File: src/pkg/wdbc_pkg.sv
// wdbc_pkg: offsets, reset values, field positions and modes of the
// watchdog / transceiver control register slice.
// assumes a 7-bit register address and 8-bit register data from the command decoder.
package wdbc_pkg;

  // register addresses
  localparam logic [6:0] WDBC_ADDR_DOG = 7'h03;
  localparam logic [6:0] WDBC_ADDR_TRX = 7'h04;
  localparam logic [6:0] WDBC_ADDR_PEAK = 7'h05;
  localparam logic [6:0] WDBC_ADDR_WAKE_INT = 7'h06;
  localparam logic [6:0] WDBC_ADDR_WAKE_EXT = 7'h07;

  // watchdog control fields
  localparam int WDBC_DOG_SUM_BIT = 7;
  localparam int WDBC_DOG_OFF_LOW_BIT = 6;
  localparam int WDBC_DOG_TYPE_BIT = 5;
  localparam int WDBC_DOG_BUS_WAKE_BIT = 4;
  localparam int WDBC_DOG_RSVD_BIT = 3;
  localparam int WDBC_DOG_PERIOD_LSB = 0;
  localparam logic [7:0] WDBC_DOG_WMASK = 8'hF7;
  localparam logic [7:0] WDBC_DOG_POR = 8'h14;
  localparam logic [2:0] WDBC_DOG_RESTART_PERIOD = 3'h4;

  // internal and external wake control bits held here
  localparam int WDBC_DOG_OFF_HIGH_BIT = 2;
  localparam int WDBC_GLOBAL_INT_BIT = 7;

  // transceiver mode control
  localparam logic [7:0] WDBC_TRX_WMASK = 8'h03;
  localparam logic [7:0] WDBC_TRX_POR = 8'h00;
  localparam logic [1:0] WDBC_TRX_OFF = 2'h0;
  localparam logic [1:0] WDBC_TRX_WAKE = 2'h1;
  localparam logic [1:0] WDBC_TRX_RX_ONLY = 2'h2;
  localparam logic [1:0] WDBC_TRX_NORMAL = 2'h3;

  // peak threshold control
  localparam int WDBC_PEAK_BIT = 5;
  localparam logic [7:0] WDBC_PEAK_WMASK = 8'h20;
  localparam logic [7:0] WDBC_PEAK_POR = 8'h00;

  // chip operating modes, one-hot
  typedef enum logic [5:0] {
    WDBC_MODE_INIT = 6'h01,
    WDBC_MODE_NORMAL = 6'h02,
    WDBC_MODE_STOP = 6'h04,
    WDBC_MODE_SLEEP = 6'h08,
    WDBC_MODE_RESTART = 6'h10,
    WDBC_MODE_FAILSAFE = 6'h20
  } wdbc_mode_t;

endpackage : wdbc_pkg

File: src/pkg/wdbc_regs_if.sv
// wdbc_regs_if: carries write strobes, events and register contents between
// the control top and its two register modules.
// assumes every signal is synchronous to mclk_i.
`timescale 1ns/10ps
interface wdbc_regs_if;
  logic [7:0] wdata;
  logic wr_dog;
  logic wr_wake_int;
  logic wr_trx;
  logic wr_peak;
  logic wr_wake_ext;
  logic soft_reset;
  logic restart_entry;
  logic failsafe_entry;
  logic [1:0] restart_trx_mode;
  logic hw_dog_upd;
  logic hw_dog_off_low;
  logic hw_dog_off_high;
  logic hw_dog_bus_wake;
  logic [2:0] hw_dog_period;
  logic hw_trx_upd;
  logic [1:0] hw_trx_mode;
  logic [7:0] dog_q;
  logic dog_off_high_q;
  logic [7:0] trx_q;
  logic [7:0] peak_q;
  logic global_int_q;

  modport ctl (
    output wdata, wr_dog, wr_wake_int, wr_trx, wr_peak, wr_wake_ext,
    output soft_reset, restart_entry, failsafe_entry, restart_trx_mode,
    output hw_dog_upd, hw_dog_off_low, hw_dog_off_high, hw_dog_bus_wake,
    output hw_dog_period, hw_trx_upd, hw_trx_mode,
    input dog_q, dog_off_high_q, trx_q, peak_q, global_int_q
  );
  modport dog_side (
    input wdata, wr_dog, wr_wake_int, soft_reset, restart_entry,
    input hw_dog_upd, hw_dog_off_low, hw_dog_off_high, hw_dog_bus_wake, hw_dog_period,
    output dog_q, dog_off_high_q
  );
  modport bus_side (
    input wdata, wr_trx, wr_peak, wr_wake_ext, soft_reset, restart_entry,
    input failsafe_entry, restart_trx_mode, hw_trx_upd, hw_trx_mode,
    output trx_q, peak_q, global_int_q
  );
endinterface : wdbc_regs_if
File: src/hw/wdbc_bus_reg.sv
// wdbc_bus_reg: transceiver mode, peak threshold and global interrupt bits.
// assumes the peak write strobe is already gated by operating mode.
`timescale 1ns/10ps
module wdbc_bus_reg
  import wdbc_pkg::*;
(
  // clock and reset
  input wire logic mclk_i,
  input wire logic resetn_i,
  // register traffic
  wdbc_regs_if.bus_side regs
);

  logic [7:0] trx;
  logic [7:0] peak;
  logic global_int;
  logic [7:0] next_trx;
  logic [7:0] next_peak;
  logic next_global_int;

  always_comb begin
    next_trx = trx;
    next_peak = peak;
    next_global_int = global_int;
    if (regs.soft_reset) begin
      next_trx = WDBC_TRX_POR;
      next_peak = WDBC_PEAK_POR;
      next_global_int = 1'b0;
    end else if (regs.failsafe_entry) begin
      // the bus must stay able to wake the chip
      next_trx = {6'h00, WDBC_TRX_WAKE};
    end else if (regs.restart_entry) begin
      next_trx = {6'h00, regs.restart_trx_mode};
      next_peak = peak & WDBC_PEAK_WMASK;
    end else begin
      if (regs.wr_trx) begin
        next_trx = regs.wdata & WDBC_TRX_WMASK;
      end
      if (regs.wr_peak) begin
        next_peak = regs.wdata & WDBC_PEAK_WMASK;
      end
      if (regs.wr_wake_ext) begin
        next_global_int = regs.wdata[WDBC_GLOBAL_INT_BIT];
      end
      if (regs.hw_trx_upd) begin
        next_trx = {6'h00, regs.hw_trx_mode};
      end
    end
  end

  always_ff @(posedge mclk_i or negedge resetn_i) begin
    if (!resetn_i) begin
      trx <= WDBC_TRX_POR;
      peak <= WDBC_PEAK_POR;
      global_int <= 1'b0;
    end else begin
      trx <= next_trx;
      peak <= next_peak;
      global_int <= next_global_int;
    end
  end

  assign regs.trx_q = trx;
  assign regs.peak_q = peak;
  assign regs.global_int_q = global_int;

endmodule : wdbc_bus_reg

File: src/hw/wdbc_dog_reg.sv
// wdbc_dog_reg: watchdog control register and the high stop-mode-off bit.
// assumes write strobes are already qualified by address; operating mode does not gate them.
`timescale 1ns/10ps
module wdbc_dog_reg
  import wdbc_pkg::*;
(
  // clock and reset
  input wire logic mclk_i,
  input wire logic resetn_i,
  // register traffic
  wdbc_regs_if.dog_side regs
);

  logic [7:0] dog;
  logic dog_off_high;
  logic [7:0] next_dog;
  logic next_dog_off_high;

  always_comb begin
    next_dog = dog;
    next_dog_off_high = dog_off_high;
    if (regs.soft_reset) begin
      next_dog = WDBC_DOG_POR;
      next_dog_off_high = 1'b0;
    end else if (regs.restart_entry) begin
      // sum, type and bus-wake bits survive a restart
      next_dog[WDBC_DOG_OFF_LOW_BIT] = 1'b0;
      next_dog[WDBC_DOG_RSVD_BIT] = 1'b0;
      next_dog[WDBC_DOG_PERIOD_LSB +: 3] = WDBC_DOG_RESTART_PERIOD;
      next_dog_off_high = 1'b0;
    end else begin
      if (regs.wr_dog) begin
        // sum bit stored as written; parity is checked, not corrected
        next_dog = regs.wdata & WDBC_DOG_WMASK;
      end
      if (regs.wr_wake_int) begin
        next_dog_off_high = regs.wdata[WDBC_DOG_OFF_HIGH_BIT];
      end
      // hardware update wins over a write in the same cycle
      if (regs.hw_dog_upd) begin
        next_dog[WDBC_DOG_OFF_LOW_BIT] = regs.hw_dog_off_low;
        next_dog[WDBC_DOG_BUS_WAKE_BIT] = regs.hw_dog_bus_wake;
        next_dog[WDBC_DOG_PERIOD_LSB +: 3] = regs.hw_dog_period;
        next_dog_off_high = regs.hw_dog_off_high;
      end
    end
    next_dog[WDBC_DOG_RSVD_BIT] = 1'b0;
  end

  always_ff @(posedge mclk_i or negedge resetn_i) begin
    if (!resetn_i) begin
      dog <= WDBC_DOG_POR;
      dog_off_high <= 1'b0;
    end else begin
      dog <= next_dog;
      dog_off_high <= next_dog_off_high;
    end
  end

  assign regs.dog_q = dog;
  assign regs.dog_off_high_q = dog_off_high;

endmodule : wdbc_dog_reg

File: src/hw/wdbc_top.sv
// wdbc_top: watchdog and bus control register slice of the basis chip.
// assumes the serial frame decoder hands over one command per cycle pulse,
// and that mode and events come from the chip state machine, all on mclk_i.
`timescale 1ns/10ps
module wdbc_top
  import wdbc_pkg::*;
(
  // clock and reset
  input wire logic mclk_i,
  input wire logic resetn_i,
  // register command from the serial decoder
  input wire logic cmd_valid_i,
  input wire logic cmd_write_i,
  input wire logic [6:0] cmd_addr_i,
  input wire logic [7:0] cmd_wdata_i,
  // register answer
  output logic rsp_valid_o,
  output logic [7:0] rsp_rdata_o,
  output logic cmd_fail_o,
  // chip state and events
  input wire logic [5:0] chip_mode_i,
  input wire logic soft_reset_i,
  input wire logic restart_entry_i,
  input wire logic failsafe_entry_i,
  input wire logic [1:0] restart_trx_mode_i,
  // hardware updates of the rwh fields
  input wire logic hw_dog_upd_i,
  input wire logic hw_dog_off_low_i,
  input wire logic hw_dog_off_high_i,
  input wire logic hw_dog_bus_wake_i,
  input wire logic [2:0] hw_dog_period_i,
  input wire logic hw_trx_upd_i,
  input wire logic [1:0] hw_trx_mode_i,
  // status sources for the interrupt line
  input wire logic wake_event_i,
  input wire logic status_event_i,
  // settings toward the watchdog, transceiver and supply
  output logic [1:0] dog_stop_off_o,
  output logic dog_window_o,
  output logic dog_start_on_bus_wake_o,
  output logic [2:0] dog_period_select_o,
  output logic dog_sum_ok_o,
  output logic [1:0] trx_mode_o,
  output logic supply_peak_select_o,
  output logic int_req_o
);

  wdbc_regs_if regs ();

  wdbc_mode_t mode;
  logic mapped;
  logic wr;
  logic peak_write_ok;
  logic peak_write_quiet;
  logic peak_write_bad;

  logic rsp_valid;
  logic [7:0] rsp_rdata;
  logic cmd_fail;
  logic int_req;
  logic sum_ok;
  logic next_rsp_valid;
  logic [7:0] next_rsp_rdata;
  logic next_cmd_fail;
  logic next_int_req;
  logic next_sum_ok;

  // even parity over all eight bits, sum bit included
  function automatic logic wdbc_even(input logic [7:0] v);
    return ~(^v);
  endfunction : wdbc_even

  // contents of a register as software sees it; zero off this slice
  function automatic logic [7:0] wdbc_read(input logic [6:0] a);
    logic [7:0] r;
    r = 8'h00;
    case (a)
      WDBC_ADDR_DOG: r = regs.dog_q;
      WDBC_ADDR_TRX: r = regs.trx_q;
      WDBC_ADDR_PEAK: r = regs.peak_q;
      WDBC_ADDR_WAKE_INT: r = {5'h00, regs.dog_off_high_q, 2'h0};
      WDBC_ADDR_WAKE_EXT: r = {regs.global_int_q, 7'h00};
      default: r = 8'h00;
    endcase
    return r;
  endfunction : wdbc_read

  assign mode = wdbc_mode_t'(chip_mode_i);
  assign wr = cmd_valid_i & cmd_write_i;
  assign mapped = (cmd_addr_i >= WDBC_ADDR_DOG) && (cmd_addr_i <= WDBC_ADDR_WAKE_EXT);

  // peak threshold write qualified by operating mode
  always_comb begin
    peak_write_ok = 1'b0;
    peak_write_quiet = 1'b0;
    case (mode)
      WDBC_MODE_INIT: peak_write_ok = 1'b1;
      WDBC_MODE_NORMAL: peak_write_ok = 1'b1;
      WDBC_MODE_STOP: peak_write_quiet = 1'b1;
      default: peak_write_ok = 1'b0;
    endcase
  end

  // a refused peak write outside Stop is flagged; in Stop it is silent
  assign peak_write_bad = wr & (cmd_addr_i == WDBC_ADDR_PEAK) & ~peak_write_ok
                          & ~peak_write_quiet;

  // register traffic toward the two register modules
  assign regs.wdata = cmd_wdata_i;
  assign regs.wr_dog = wr & (cmd_addr_i == WDBC_ADDR_DOG);
  assign regs.wr_wake_int = wr & (cmd_addr_i == WDBC_ADDR_WAKE_INT);
  assign regs.wr_trx = wr & (cmd_addr_i == WDBC_ADDR_TRX);
  assign regs.wr_peak = wr & (cmd_addr_i == WDBC_ADDR_PEAK) & peak_write_ok;
  assign regs.wr_wake_ext = wr & (cmd_addr_i == WDBC_ADDR_WAKE_EXT);
  assign regs.soft_reset = soft_reset_i;
  assign regs.restart_entry = restart_entry_i;
  assign regs.failsafe_entry = failsafe_entry_i;
  assign regs.restart_trx_mode = restart_trx_mode_i;
  assign regs.hw_dog_upd = hw_dog_upd_i;
  assign regs.hw_dog_off_low = hw_dog_off_low_i;
  assign regs.hw_dog_off_high = hw_dog_off_high_i;
  assign regs.hw_dog_bus_wake = hw_dog_bus_wake_i;
  assign regs.hw_dog_period = hw_dog_period_i;
  assign regs.hw_trx_upd = hw_trx_upd_i;
  assign regs.hw_trx_mode = hw_trx_mode_i;

  wdbc_dog_reg u_dog (
    .mclk_i(mclk_i),
    .resetn_i(resetn_i),
    .regs(regs.dog_side)
  );

  wdbc_bus_reg u_bus (
    .mclk_i(mclk_i),
    .resetn_i(resetn_i),
    .regs(regs.bus_side)
  );

  // answer, failure flag and interrupt request
  always_comb begin
    next_rsp_valid = cmd_valid_i;
    // a write answers with what was there before it
    next_rsp_rdata = cmd_valid_i ? wdbc_read(cmd_addr_i) : rsp_rdata;
    next_cmd_fail = cmd_valid_i & peak_write_bad & mapped;
    // checked on the written value when a write is taken, else on the stored value, so hardware updates count a cycle later
    next_sum_ok = wdbc_even(regs.dog_q);
    if (wr & (cmd_addr_i == WDBC_ADDR_DOG) & ~soft_reset_i & ~restart_entry_i) begin
      next_sum_ok = wdbc_even(cmd_wdata_i & WDBC_DOG_WMASK);
    end
    // only wakes raise the line unless the global interrupt bit is set
    next_int_req = wake_event_i
                   | (regs.global_int_q & (status_event_i | next_cmd_fail));
  end

  always_ff @(posedge mclk_i or negedge resetn_i) begin
    if (!resetn_i) begin
      rsp_valid <= 1'b0;
      rsp_rdata <= 8'h00;
      cmd_fail <= 1'b0;
      int_req <= 1'b0;
      sum_ok <= 1'b0;
    end else begin
      rsp_valid <= next_rsp_valid;
      rsp_rdata <= next_rsp_rdata;
      cmd_fail <= next_cmd_fail;
      int_req <= next_int_req;
      sum_ok <= next_sum_ok;
    end
  end

  assign rsp_valid_o = rsp_valid;
  assign rsp_rdata_o = rsp_rdata;
  assign cmd_fail_o = cmd_fail;
  assign int_req_o = int_req;
  assign dog_sum_ok_o = sum_ok;

  // settings come straight from the register flops
  assign dog_stop_off_o = {regs.dog_off_high_q, regs.dog_q[WDBC_DOG_OFF_LOW_BIT]};
  assign dog_window_o = regs.dog_q[WDBC_DOG_TYPE_BIT];
  assign dog_start_on_bus_wake_o = regs.dog_q[WDBC_DOG_BUS_WAKE_BIT];
  assign dog_period_select_o = regs.dog_q[WDBC_DOG_PERIOD_LSB +: 3];
  assign trx_mode_o = regs.trx_q[1:0];
  assign supply_peak_select_o = regs.peak_q[WDBC_PEAK_BIT];

endmodule : wdbc_top

File: config.mk
export PLATFORM = sky130hd
export DESIGN_NAME = wdbc_top
export DESIGN_NICKNAME = d
export VERILOG_FILES = /design/src/pkg/wdbc_pkg.sv /design/src/pkg/wdbc_regs_if.sv /design/src/hw/wdbc_bus_reg.sv /design/src/hw/wdbc_dog_reg.sv /design/src/hw/wdbc_top.sv
export SDC_FILE = /design/constraint.sdc
export NUM_CORES = 1
export LEC_CHECK = 0
export ABC_CLOCK_PERIOD_IN_PS = 3650
export BUFFER_PORTS_ARGS = -buffer_cell sky130_fd_sc_hd__buf_2
export CAP_MARGIN = 20
export CORE_ASPECT_RATIO = 1.1
export CORE_MARGIN = 3
export CORE_UTILIZATION = 41
export DETAILED_ROUTE_END_ITERATION = 7
export PLACE_DENSITY = 0.78
export SYNTH_ARGS = -nofsm -noshare
export SYNTH_HDL_FRONTEND = slang
export SYNTH_SLANG_ARGS = --single-unit
File: constraint.sdc
create_clock -name mclk_i -period 3.65 [get_ports mclk_i]
set_input_delay 0.365 -clock mclk_i [delete_from_list [all_inputs] [get_ports mclk_i]]
set_output_delay 0.365 -clock mclk_i [all_outputs]
set_load 0.1 [all_outputs]
* Word level (Yosys, flattened, before mapping)
Index checks and enable logic that the tools add are counted.
Widths: inputs -> output; s select.
** Storage, ports and cells
- Output and inout bits :: 22
- Bits in latches :: 0
- ROM bits :: 0
- Word-level logic and storage cells :: 94
- Bits of input ports :: 42
- RAM bits :: 0
- Memories kept :: 0
- Flip-flop bits (word level) :: 37
** Operators by class
- Reduce and logical (&&, ||, !) cells :: 17
- Muxes and demuxes :: 30
- Shift-type cells :: 0
- Multipliers :: 0
- Bitwise logic cells :: 22
- Divide/modulo/power cells :: 0
- $add $sub $neg :: 0
- Eq/ne operators :: 10
- Order comparisons :: 2
** Operator list (count)
- $mux 8 :: 11
- $pmux 8 s5 :: 1
- $eq 7x3->1 const B :: 4
- $reduce_xor 8->1 :: 2
- $mux 1 :: 15
- $and 1x1->1 :: 14
- $reduce_bool 4->1 :: 2
- $eq 7x2->1 const B :: 1
- $ge 7x2->1 const B :: 1
- $le 7x3->1 const B :: 1
- $eq 6x1->1 const B :: 1
- $eq 6x2->1 const B :: 1
- $eq 6x3->1 const B :: 1
- $not 1->1 :: 6
- $reduce_and 2->1 :: 3
- $reduce_and 3->1 :: 2
- $reduce_bool 2->1 :: 3
- $reduce_bool 3->1 :: 2
- $reduce_bool 5->1 :: 1
- $mux 4 :: 1
- $ne 2x2->1 const B :: 2
- $mux 3 :: 1
- $mux 2 :: 1
- $or 1x1->1 :: 2
- 2 further kinds :: 2

* Depth between registers and ports, before layout
- Depth in word-level cells :: 11
- Mapped depth :: 5
- Gate-level depth less buffers :: 4

* Modules after synthesis
A second synthesis with hierarchy kept.
** Unflattened totals
- Cell total of the unflattened synthesis :: 176
- Area, all modules :: 1741.7 µm²
** Modules (own cells, without submodules)
- wdbc_top :: cells an instance 96, sequential area each 300.3 µm², area each 908.4 µm², instances 1
- wdbc_dog_reg :: cells an instance 44, sequential area each 202.7 µm², area each 476.7 µm², instances 1
- wdbc_bus_reg :: cells an instance 36, sequential area each 100.1 µm², area each 356.6 µm², instances 1

* Worst setup path before layout
Ideal clock, no wire load.
- Path type :: input -> register
- From :: input cmd_addr_i[3]
- To :: register u_dog.dog[0], in the netlist u_dog.regs.dog_q[0]
- Data required time :: 3.524 ns
- Stages on the path :: 5
- Library setup time :: 0.126 ns
- Slack :: 1.915 ns
- Buffers on the path :: 1
- Arrival :: 1.609 ns
- Cell sequence :: or4_4 buf_6 nor3_4 mux2i_1 a21oi_1
** Between the ends
- Word-level cells in the longest chain between the ends :: 3
** RTL lines
- from (decl) :: line wdbc_top.sv:14 : input wire logic [6:0] cmd_addr_i,
- $eq 7x2->1 :: line wdbc_top.sv:110 : assign regs.wr_dog = wr & (cmd_addr_i == WDBC_ADDR_DOG);
- $and 1x1->1 :: line wdbc_top.sv:110
- $reduce_bool 4->1 (no line)
- to (signal assigned) :: line wdbc_dog_reg.sv:55 : dog <= next_dog;
- to (decl) :: line wdbc_dog_reg.sv:14 : logic [7:0] dog;
Every way passes these cells.
A chain may end at the register's enable or synchronous reset.

* Final worst setup path
- From :: register u_dog.dog[4], in the netlist u_dog.regs.dog_q[4]
- To :: output dog_start_on_bus_wake_o
** RTL lines
- to (decl) :: line wdbc_top.sv:40 : output logic dog_start_on_bus_wake_o,
No word-level cell between the ends.

==> key figures <==
Clocking
  • Setup Fix Bufs, Post-CTS: 0
  • TritonCTS clock tree: built
  • Cts hold-fix bufs: 0
  • H-tree Lvls: 1
  • Max Root-Sink Buffers: 2
  • Post_cts resized: 0
  • TritonCTS Buffers: 3
  • CTS sink cnt: 23
  • Clock Latency Late Sink: 0.32 ns
  • CTS clk-pin slew, worst paths: 0.13 ns
  • Root Buffer: clkbuf_4

GRT
  • Antenna violations before repair: 0
  • First-pass GRT wire length: 5740 um
  • Largest net degree at the start of global routing: 24
  • M1 GR Usage: 0.2014
  • Total grt overflow: 0
  • Via count of the first global-routing pass: 1264
  • M2 GR Usage: 0.3030
  • Most Crowded Layer GR: met2
  • Grt met3 use: 0.04700
  • Total track usage: 0.1711

Min path
  • HP Class: input pin to async pin

Synthesis
  • Distinct cells, synth: 42
  • Area contributors post-synth: dfrtp_1 (36%), mux2i_1 (8.2%), xnor2_1 (5.4%), mux2_2 (3.8%), dfstp_2 (3.6%)
  • YS warnings: 0
  • Post-synth EDFFs: 0
  • Synth Instances: 148
  • Mapped cell area: 1465 um2
  • Syn avg cell area: 9.900 um2
  • Sequential area share after synthesis: 0.3945
  • Synth top cells by count: dfrtp_1 (21), mux2i_1 (12), nand2_1 (10), inv_1 (9), xnor2_1 (9)
  • Ys flop type: dfrtp_1
  • Count leader, synth: dfrtp_1
  • #FFs+latches synth: 23
  • Top-area cell type share of the netlist area: 0.3587
  • Asr flop ratio synth: 1.000
  • Syn_nets: 190
  • Yosys top cell by area: dfrtp_1

Placement
  • GPL Wtd Cong: 0.8200
  • Buffers added on ports: 61
  • Post-place setup slack: 1.718 ns
  • Cells after DPL: 244
  • Detailed placement HPWL: 2721 um

Floorplan
  • Core Box Area: 3386 um2
  • Die height: 68.70 um
  • Die Width: 63.00 um
  • Top Ports: 64
  • Site Rows: 22
  • Die area: 4327 um2
  • Initial core utilization: 0.4327

STA
  • Worst Max-Slew Pin Slew: 0.5791 ns
  • Post-route worst setup slack: 1.947 ns
  • Tmin final: 1.703 ns
  • Final slew viol count: 0
  • Final period util: 0.4666
  • RSZ-0062 raised after global routing: false
  • Max frequency: 0.5871 GHz
  • Final TNS setup: 0 ns
  • Slew HR: 0.6104
  • Final Hold Fails: 0
  • Final number of setup-violating endpoints: 0
  • Final clock skew: 0.007769 ns

Setup path
  • Type of origin of the critical path: flip-flop
  • CP required: 3.28 ns
  • Crit Reg-Reg Endpoint: dog_sum_ok_o$_DFF_PN0_
  • Slowest CP cell: dfstp_2
  • Crit end category: output port
  • Crit Path Category: flip-flop to output port
  • R2R setup slack: 2.35 ns
  • Cell family with most CP delay: flip-flops
  • Crit path max fanout: 4
  • CP cell instances: buf_2
  • CP max stage delay: 0.59 ns
  • CP bufs+invs: 1
  • CP arrival: 1.34 ns
  • Reg-to-Reg Start: u_dog.regs.dog_q[2]$_DFFE_PN1P_
  • Reg2reg path depth: 4

Finish
  • Fin cells: 248
  • Area delta synth->final: 19.30%
  • Fillers: 346
  • Register area: 578.1 um2
  • Nets@finish: 243
  • Area occupied by multi-input gates: 740.7 um2
  • # diodes: 0
  • Ratio of cells with drive above 1 in the final layout: 0.3850

Routing
  • Drc violations: 0
  • Vias: 1259
  • Antenna viol nets, final: 0
  • Avg WL per Cell: 13.78 um
  • Avg Vias per Cell: 5.077
  • Detailed Route WL: 3418 um
  • Drt first pass iters: 4
  • First DRT Iteration DRCs: 23

Power
  • Clock power frac: 0.217
  • Net Sw Frac: 0.3630
  • Cell Int Power: 0.3542 mW
  • Pleak: 0.8218 nW
  • Comb power frac: 0.298
  • Part of the power in registers: 0.485
  • Maximum vdd ir drop: 0.1884 mV
  • Switching power: 0.2018 mW
  • Pwr dens: 318.1 nW/um2

Status
  • Status: completed

Run
  • Max-cap violations: 0
==> cells in the final DEF, fill, tap and decap left out, types with 4 or more instances in the layout <==
master	netlist	routed
nor2_1	7	7
o22ai_1	6	6
buf_2	0	61
nor3_1	4	4
mux2i_1	12	12
o21ai_0	6	6
nand2_1	10	10
xnor2_1	9	9
inv_1	9	9
a21oi_1	6	6
dfrtp_1	21	21
mux2_2	5	5
xor2_1	4	4
==> layer usage <==
metal / vias to the layer above / share of wire / wire (um)
li1: 626 / - / -
met1: 580 / 0.41 / 1394
met2: 48 / 0.49 / 1677
met3: 5 / 0.089 / 304
met4: 0 / 0.012 / 42
met5: - / 0 / 0
==> worst max path at each step <==
stage	from	to	slack (ns)	depth (start not counted)
2_1_floorplan	cmd_addr_i[3]	u_dog.regs.dog_q[0]$_DFFE_PN0P_	1.91	5
3_3_place_gp	cmd_addr_i[3]	u_dog.regs.dog_q[6]$_DFFE_PN0P_	1.74	5
3_5_place_dp	cmd_addr_i[3]	u_dog.regs.dog_q[0]$_DFFE_PN0P_	1.72	5
4_1_cts	u_dog.regs.dog_q[4]$_DFFE_PN1P_	dog_start_on_bus_wake_o	1.93	1
5_1_grt	u_dog.regs.dog_q[2]$_DFFE_PN1P_	dog_period_select_o[2]	1.88	1
6_report	u_dog.regs.dog_q[4]$_DFFE_PN1P_	dog_start_on_bus_wake_o	1.95	1
==> registers in the layout (all words and copies together) (netlist names) <==
| name | count |
|---|---|
| u_bus.regs.global_int_q | 1 |
| u_bus.regs.trx_q | 2 |
| int_req_o | 1 |
| cmd_fail_o | 1 |
| u_dog.regs.dog_off_high_q | 1 |
| rsp_rdata_o | 7 |
| rsp_valid_o | 1 |
| dog_sum_ok_o | 1 |
| u_dog.regs.dog_q | 7 |
| u_bus.regs.peak_q | 1 |
==> layout make-up <==
cell class | count | area share
Timing Repair Buffer | 61 | 0.1747
Tap cell | 48 | 0.03436
Inverter | 10 | 0.02147
Multi-Input combinational cell | 102 | 0.4238
Sequential cell | 23 | 0.3307
Clock buffer | 4 | 0.01503
==> power by group through the flow <==
stage	logic, mW	registers [mW]	clock network [mW]
final	0.166	0.270	0.121
after global routing	0.177	0.271	0.141
after CTS	0.167	0.270	0.125
after detailed placement	0.167	0.274	0
after global placement	0.164	0.274	0
after floorplan	0.0807	0.319	0
==> cells by family after synthesis <==
kind of cell / share of synthesized area
simple gates: 0.1845
compound gates: 0.1204
flops: 0.3945
buf+inv: 0.09990
mux: 0.1204
xor+xnor: 0.07771
other cells: 0.002559
==> metrics by stage <==
stage | total power, mW | area [um2] | hold WS (ns) | utilization
floorplan | 0.3995 | 1465 | 0.06941 | -
CTS | 0.5614 | 1748 | 0.01721 | 0.5163
finish | 0.5560 | 1748 | 0.001251 | 0.5163
global placement | 0.4381 | 1722 | 0.3623 | 0.5085
detailed placement | 0.4410 | 1722 | 0.3756 | 0.5085
global route | 0.5893 | 1748 | 0.01455 | 0.5163
Note: power is estimated with default switching activity, not from simulation.
